===== src/logic/sfr_regs.vh =====
`ifndef SFR_REGS_VH
`define SFR_REGS_VH

// ---------------------------------------------------------------
// Register map
// ---------------------------------------------------------------
`define SFR_ADDR_FADE_RATES 8'h13
`define SFR_ADDR_SEVENTH_CUR 8'h14
`define SFR_RST_FADE_RATES 8'h00
`define SFR_RST_SEVENTH_CUR 8'h00
`define SFR_PTR_RST 8'h00

// ---------------------------------------------------------------
// Field positions
// ---------------------------------------------------------------
`define SFR_FADE_OUT_HI 7
`define SFR_FADE_OUT_LO 4
`define SFR_FADE_IN_HI 3
`define SFR_FADE_IN_LO 0
`define SFR_RANGE_BIT 7
`define SFR_CODE_HI 6
`define SFR_CODE_LO 0

// ---------------------------------------------------------------
// Fade timing
// ---------------------------------------------------------------
`define SFR_RATE_OFF 4'h0
`define SFR_SHORT_LAST 4'ha
`define SFR_STEP_SHORT_MS 13'd300
`define SFR_STEP_LONG_MS 13'd500
`define SFR_SHORT_END_MS 13'd3000
`define SFR_FULL_SCALE 13'd127
`define SFR_MS_PER_S 1000
`define SFR_CODE_ZERO 7'h00

// ---------------------------------------------------------------
// Serial interface
// ---------------------------------------------------------------
`define SFR_BITS_PER_BYTE 4'h8
`define SFR_BIT_FIRST 4'h1
`define SFR_BIT_RST 4'h0

`endif


===== src/logic/sfr_fade_ctrl.v =====
`timescale 1ns/1ns
`include "sfr_regs.vh"

module sfr_fade_ctrl #(
   parameter CLK_HZ = 50000000,
   parameter [6:0] DEV_ADDR = 7'h2a
) (
   // Clock and reset
   input wire clk_sys,
   input wire arst_n,
   // Serial interface pins
   input wire scl,
   input wire sda_in,
   output wire sda_out,
   output reg sda_oe,
   // Sink control
   input wire sink_on,
   output wire [6:0] sink_level,
   output reg sink_range,
   output wire fade_busy
);

   // ---------------------------------------------------------------
   // States
   // ---------------------------------------------------------------
   localparam [8:0] ST_IDLE = 9'h001;
   localparam [8:0] ST_ADDR = 9'h002;
   localparam [8:0] ST_ADDR_ACK = 9'h004;
   localparam [8:0] ST_PTR = 9'h008;
   localparam [8:0] ST_PTR_ACK = 9'h010;
   localparam [8:0] ST_WDATA = 9'h020;
   localparam [8:0] ST_WDATA_ACK = 9'h040;
   localparam [8:0] ST_RDATA = 9'h080;
   localparam [8:0] ST_RDATA_ACK = 9'h100;

   // ---------------------------------------------------------------
   // Registers
   // ---------------------------------------------------------------
   reg [7:0] sink_fade_rates;
   reg [7:0] seventh_sink_current;
   reg [7:0] ptr;

   function [7:0] rd_reg;
      input [7:0] addr;
      begin
         case (addr)
            `SFR_ADDR_FADE_RATES: rd_reg = sink_fade_rates;
            `SFR_ADDR_SEVENTH_CUR: rd_reg = seventh_sink_current;
            default: rd_reg = 8'h00;
         endcase
      end
   endfunction

   // Byte at the pointer, loaded into the shifter at each read byte
   wire [7:0] rd_byte = rd_reg(ptr);

   // ---------------------------------------------------------------
   // Pin synchronisers and bus events
   // ---------------------------------------------------------------
   reg scl_s1, scl_s2, scl_d;
   reg sda_s1, sda_s2, sda_d;

   always @(posedge clk_sys or negedge arst_n) begin
      if (!arst_n) begin
         scl_s1 <= 1'b1;
         scl_s2 <= 1'b1;
         scl_d <= 1'b1;
         sda_s1 <= 1'b1;
         sda_s2 <= 1'b1;
         sda_d <= 1'b1;
      end else begin
         scl_s1 <= scl;
         scl_s2 <= scl_s1;
         scl_d <= scl_s2;
         sda_s1 <= sda_in;
         sda_s2 <= sda_s1;
         sda_d <= sda_s2;
      end
   end

   wire scl_rise = scl_s2 & ~scl_d;
   wire scl_fall = ~scl_s2 & scl_d;
   wire bus_start = scl_s2 & scl_d & sda_d & ~sda_s2;
   wire bus_stop = scl_s2 & scl_d & ~sda_d & sda_s2;

   assign sda_out = 1'b0;

   // ---------------------------------------------------------------
   // Serial slave
   // ---------------------------------------------------------------
   reg [8:0] state;
   reg [7:0] shreg;
   reg [3:0] bitcnt;
   reg rw;
   reg nack;

   wire rx_state = (state == ST_ADDR) | (state == ST_PTR) |
      (state == ST_WDATA);
   wire byte_done = bitcnt == `SFR_BITS_PER_BYTE;

   always @(posedge clk_sys or negedge arst_n) begin
      if (!arst_n) begin
         state <= ST_IDLE;
         shreg <= 8'h00;
         bitcnt <= `SFR_BIT_RST;
         rw <= 1'b0;
         nack <= 1'b0;
         sda_oe <= 1'b0;
         ptr <= `SFR_PTR_RST;
         sink_fade_rates <= `SFR_RST_FADE_RATES;
         seventh_sink_current <= `SFR_RST_SEVENTH_CUR;
      end else if (bus_start) begin
         state <= ST_ADDR;
         bitcnt <= `SFR_BIT_RST;
         sda_oe <= 1'b0;
      end else if (bus_stop) begin
         state <= ST_IDLE;
         sda_oe <= 1'b0;
      end else if (scl_rise) begin
         if (rx_state) begin
            shreg <= {shreg[6:0], sda_s2};
            bitcnt <= bitcnt + 4'h1;
         end else if (state == ST_RDATA_ACK) begin
            nack <= sda_s2;
         end
      end else if (scl_fall) begin
         case (state)
            ST_ADDR: begin
               if (byte_done) begin
                  if (shreg[7:1] == DEV_ADDR) begin
                     rw <= shreg[0];
                     sda_oe <= 1'b1;
                     state <= ST_ADDR_ACK;
                  end else begin
                     state <= ST_IDLE;
                  end
               end
            end
            ST_ADDR_ACK: begin
               if (rw) begin
                  sda_oe <= ~rd_byte[7];
                  shreg <= {rd_byte[6:0], 1'b0};
                  bitcnt <= `SFR_BIT_FIRST;
                  state <= ST_RDATA;
               end else begin
                  sda_oe <= 1'b0;
                  bitcnt <= `SFR_BIT_RST;
                  state <= ST_PTR;
               end
            end
            ST_PTR: begin
               if (byte_done) begin
                  ptr <= shreg;
                  sda_oe <= 1'b1;
                  state <= ST_PTR_ACK;
               end
            end
            ST_WDATA: begin
               if (byte_done) begin
                  case (ptr)
                     `SFR_ADDR_FADE_RATES: sink_fade_rates <= shreg;
                     `SFR_ADDR_SEVENTH_CUR:
                        seventh_sink_current <= shreg;
                     default: ;
                  endcase
                  ptr <= ptr + 8'h01;
                  sda_oe <= 1'b1;
                  state <= ST_WDATA_ACK;
               end
            end
            ST_PTR_ACK, ST_WDATA_ACK: begin
               sda_oe <= 1'b0;
               bitcnt <= `SFR_BIT_RST;
               state <= ST_WDATA;
            end
            ST_RDATA: begin
               if (byte_done) begin
                  sda_oe <= 1'b0;
                  ptr <= ptr + 8'h01;
                  state <= ST_RDATA_ACK;
               end else begin
                  sda_oe <= ~shreg[7];
                  shreg <= {shreg[6:0], 1'b0};
                  bitcnt <= bitcnt + 4'h1;
               end
            end
            ST_RDATA_ACK: begin
               if (nack) begin
                  state <= ST_IDLE;
               end else begin
                  sda_oe <= ~rd_byte[7];
                  shreg <= {rd_byte[6:0], 1'b0};
                  bitcnt <= `SFR_BIT_FIRST;
                  state <= ST_RDATA;
               end
            end
            default: begin
               sda_oe <= 1'b0;
            end
         endcase
      end
   end

   // ---------------------------------------------------------------
   // Sink range and fade engine
   // ---------------------------------------------------------------
   always @(posedge clk_sys or negedge arst_n) begin
      if (!arst_n) begin
         sink_range <= 1'b0;
      end else begin
         sink_range <= seventh_sink_current[`SFR_RANGE_BIT];
      end
   end

   wire [6:0] seventh_current_code =
      seventh_sink_current[`SFR_CODE_HI:`SFR_CODE_LO];
   wire [3:0] fade_out_rate =
      sink_fade_rates[`SFR_FADE_OUT_HI:`SFR_FADE_OUT_LO];
   wire [3:0] fade_in_rate =
      sink_fade_rates[`SFR_FADE_IN_HI:`SFR_FADE_IN_LO];

   sfr_fade_ramp #(
      .CLK_HZ(CLK_HZ)
   ) u_ramp (
      .clk_sys(clk_sys),
      .arst_n(arst_n),
      .target(sink_on ? seventh_current_code : `SFR_CODE_ZERO),
      .fade_in_rate(fade_in_rate),
      .fade_out_rate(fade_out_rate),
      .level(sink_level),
      .busy(fade_busy)
   );

endmodule


===== src/logic/sfr_fade_ramp.v =====
`timescale 1ns/1ns
`include "sfr_regs.vh"

module sfr_fade_ramp #(
   parameter CLK_HZ = 50000000
) (
   // Clock and reset
   input wire clk_sys,
   input wire arst_n,
   // Settings
   input wire [6:0] target,
   input wire [3:0] fade_in_rate,
   input wire [3:0] fade_out_rate,
   // Ramp output
   output reg [6:0] level,
   output wire busy
);

   localparam integer CYC_PER_MS = CLK_HZ / `SFR_MS_PER_S;
   localparam integer MS_LAST_I = CYC_PER_MS - 1;
   localparam [15:0] MS_LAST = MS_LAST_I[15:0];

   // ---------------------------------------------------------------
   // Full-scale duration in ms for a rate code
   // ---------------------------------------------------------------
   function [12:0] dur_ms;
      input [3:0] code;
      begin
         if (code <= `SFR_SHORT_LAST) begin
            dur_ms = `SFR_STEP_SHORT_MS * {9'h000, code};
         end else begin
            dur_ms = `SFR_SHORT_END_MS + `SFR_STEP_LONG_MS *
               {9'h000, code - `SFR_SHORT_LAST};
         end
      end
   endfunction

   // ---------------------------------------------------------------
   // Millisecond tick
   // ---------------------------------------------------------------
   reg [15:0] ms_cnt;
   reg ms_tick;

   always @(posedge clk_sys or negedge arst_n) begin
      if (!arst_n) begin
         ms_cnt <= 16'h0000;
         ms_tick <= 1'b0;
      end else if (ms_cnt == MS_LAST) begin
         ms_cnt <= 16'h0000;
         ms_tick <= 1'b1;
      end else begin
         ms_cnt <= ms_cnt + 16'h0001;
         ms_tick <= 1'b0;
      end
   end

   // ---------------------------------------------------------------
   // Ramp: full scale per duration, one code step at a time; rate code 0 jumps straight to target
   // ---------------------------------------------------------------
   wire going_up = target > level;
   wire [3:0] rate = going_up ? fade_in_rate : fade_out_rate;
   wire [12:0] dur = dur_ms(rate);
   wire [12:0] acc_sum;
   reg [12:0] acc;

   assign acc_sum = acc + `SFR_FULL_SCALE;
   assign busy = level != target;

   always @(posedge clk_sys or negedge arst_n) begin
      if (!arst_n) begin
         level <= `SFR_CODE_ZERO;
         acc <= 13'h0000;
      end else if (!busy) begin
         acc <= 13'h0000;
      end else if (rate == `SFR_RATE_OFF) begin
         level <= target;
         acc <= 13'h0000;
      end else if (ms_tick) begin
         // Fixed rate per code step, so short fades end early
         if (acc_sum >= dur) begin
            acc <= acc_sum - dur;
            level <= going_up ? level + 7'h01 : level - 7'h01;
         end else begin
            acc <= acc_sum;
         end
      end
   end

endmodule


===== config.mk =====
export PLATFORM = sky130hd
export DESIGN_NAME = sfr_fade_ctrl
export DESIGN_NICKNAME = d
export VERILOG_FILES = /design/src/logic/sfr_fade_ctrl.v /design/src/logic/sfr_fade_ramp.v
export VERILOG_INCLUDE_DIRS = /design/src /design/src/logic
export SDC_FILE = /design/constraint.sdc
export NUM_CORES = 1
export LEC_CHECK = 0
export ABC_AREA = 1
export BUFFER_PORTS_ARGS = -buffer_cell sky130_fd_sc_hd__buf_2
export CAP_MARGIN = 10
export CORE_AREA = 2 2 115 117
export CTS_BUF_LIST = sky130_fd_sc_hd__clkbuf_16
export DETAILED_ROUTE_END_ITERATION = 6
export DIE_AREA = 0 0 117 119
export PLACE_DENSITY = 0.75
export SYNTH_ARGS = -nofsm -noshare
export SYNTH_HDL_FRONTEND = slang
export SYNTH_SLANG_ARGS = --single-unit

===== constraint.sdc =====
create_clock -name clk_sys -period 5.7 [get_ports clk_sys]
set_input_delay 1.14 -clock clk_sys [delete_from_list [all_inputs] [get_ports clk_sys]]
set_output_delay 1.14 -clock clk_sys [all_outputs]
set_load 0.03 [all_outputs]

==> run summary <==
Post-Syn Instances: 938
Async SR Flop Fraction: 100%
synthesized net count: 1018
Worst Setup Slack, final: -554 ps
R2R cell count: 41
antenna fix cells: 0
CP Buf/Inv Count: 9
Final setup viols: 18
CP Class: in -> reg
Clock transition at path regs: 70 ps
H-Tree Depth: 3
Die Y: 119 um
die width: 117 um
GP Congestion: 0.915
CP Max Fanout: 7
Worst VDD drop: 0.231 mV
Final HPWL DP: 12700 um
final instance area: 8910 sq um
Worst-Skew Late Latency: 360 ps
failing checks: setup timing
Final Hold Vio Count: 0
Comb pwr share: 8.9%
most frequent cells in the layout: inv_1, nand2_1, buf_4
synthesized flop and latch total: 92
io pins: 16
net switching power: 387 uW
setup_tns: -9020 ps
dpl cell area: 8300 sq um
Setup crit end: u_ramp.acc[9]
Yosys warning count: 0
vias: 6551
RSZ-0062 raised after global routing: yes
syn_area_per_cell: 7.68 sq um
worst-margin pin slew: 874 ps
worst clock skew: 12.9 ps
first-pass GRT wire length: 29400 um
largest net degree at the start of global routing: 52
DR WL/cell: 14.1 um
Final Cycle Share: 110%
DRC viols: 0
Slew HR: 41.5%
CP Launch Point: sink_on
Layout area overhead: 23.7%
Slowest Stage Delay on Critical Path: 320 ps
critical path's slowest cell: ha_1
status: complete, but fails checks
synth top area cells: dfrtp_1, ha_1, nand2_1, inv_1, o21ai_0
CTS tree: yes
cts bufs inserted: 9
max-slew violations: 0
All-Layer GR Usage: 26.3%
CORE AREA: 12900 sq um
synthesized area: 7200 sq um
Worst Path Arrival: 6470 ps
ANT nets after route: 0
Pwr per Cell Area: 162 nW/um^2
LEAKAGE: 0.00449 uW
number of synthesized flops with an enable pin: 0
Yosys top cell area share: 29.5%
1st-iter DRT viols: 420
R2R Setup Slk: -120 ps
sequential power share: 47.6%
kind of end point of the critical path: flop
Max Clk Rate: 0.160 GHz
IO Port Bufs: 14
CTS Hold Bufs: 0
Main synth FF type: dfrtp_1
Final #Nets: 1125
post-synthesis cell type count: 57
num rows: 42
gr ovfl total: 0
minimum clock period: 6250 ps
cell type with the largest total area after synthesis: dfrtp_1
Top Family by Delay on Critical Path: adder cells
initial antenna violation count: 0
Clock Sinks: 92
switching share of power: 26.8%
r2r startpoint: seventh_sink_current[4]
Pre-Repair DR Iteration Count: 5
Stages on worst setup path: 42
max-cap viol count: 0
layout cells sized above 1: 23.7%
Fillers: 1030
sequential area share after synthesis: 32.1%
CP dominant cell by count: nand2_1
critical path launch point type: primary input
Die Area: 13900 sq um
maximum clock path buffer count: 2
Reg-to-Reg End: u_ramp.acc[9]
WHS: 358 ps
number of global-route vias before repair: 6450
Routed Wire Length: 17300 um
Internal: 1060 uW
CP required: 5910 ps
vias per std cell: 5.34
Root Buffer: clkbuf_16
Initial Util: 55.9%
power share of the clock group: 43.5%
worst hold path type: reg -> reg
## stage by stage
step	setup WS, ps	std cells	total power, uW	utilization [%]
3_5_place_dp	-1020	1192	827	64.5
3_3_place_gp	-827	1192	823	64.5
5_1_grt	-951	1226	1500	69.2
2_1_floorplan	-411	938	788	-
4_1_cts	-501	1215	1450	67.9
6_report	-554	1226	1450	69.2
## layout make-up
cell class	count	area (sq um)	area share (%)
Clock inverter	7	82.6	0.927
Inverter	163	627	7.04
Multi-Input combinational cell	674	4650	52.2
Sequential cell	92	2310	25.9
Tap cell	176	220	2.47
Timing Repair Buffer	105	787	8.84
Clock buffer	9	225	2.53
## state kept, by name (all words and copies together) (netlist names), 4 cells and up
signal / flops
bitcnt: 4
ptr: 8
seventh_sink_current: 8
shreg: 8
sink_fade_rates: 8
state: 9
u_ramp.acc: 13
u_ramp.level: 7
u_ramp.ms_cnt: 16
## cells in the mapped netlist, drive strengths merged, types with 11 or more instances
cell type and number:
dfrtp 85, nor2 71, nor3 21, o21ai 112, xor2 32, xnor2 11
ha 71, inv 162, nand2 185, nand3 51, a21oi 40, nand4 15
## cells by family after synthesis
logic type	synth area share (%)
flip-flops	32.1
buffers and inverters	9.35
multiplexers	1.23
AND/OR/NAND/NOR	23.8
other	0.0521
AO/OA/AOI/OAI	14.8
XOR/XNOR	5.23
adder cells (fa/ha/maj)	13.4
## worst reg2reg max path, delay by kind of cell (launching register included)
kind | cells | cell delay [ps]
AOI/OAI and AO/OA | 6 | 1070
DFF | 1 | 440
and+or+nand+nor | 19 | 1450
adders and majority gates | 6 | 1650
xor gates and xnor gates | 2 | 330
buffers and inverters | 8 | 720
## power by group through the flow
stage	clock network, uW	registers, uW	logic [uW]
floorplan	0	704	83.8
global placement	0	699	124
detailed placement	0	700	127
CTS	634	687	129
global route	659	690	148
finish	629	688	129
## layer usage
metal  routed length (um)  GRT usage, %  share of wire [%]
met5                    0             0                  0
met4                  412          10.5                2.4
met3                  498          3.92                2.9
met2                 8410          43.0                 48
met1                 8020          34.9                 46
## worst min-delay path by stage
stage / startpoint / to / slack [ps] / depth (start not counted)
CTS: scl_s1 / scl_s2 / 360 / 0
finish: scl_s1 / scl_s2 / 360 / 0
detailed placement: scl_s1 / scl_s2 / 350 / 0
global placement: sda_s1 / sda_s2 / 350 / 0
floorplan: scl_s1 / scl_s2 / 350 / 0
global route: scl_s1 / scl_s2 / 360 / 0
## timing repair
action	4_1_cts	5_1_grt
pin swaps	11	37
cloned	1	0
resized for setup	25	20
setup buffers	6	11
setup endpoints to repair	18	18
Note: power is estimated with default switching activity, not from simulation.
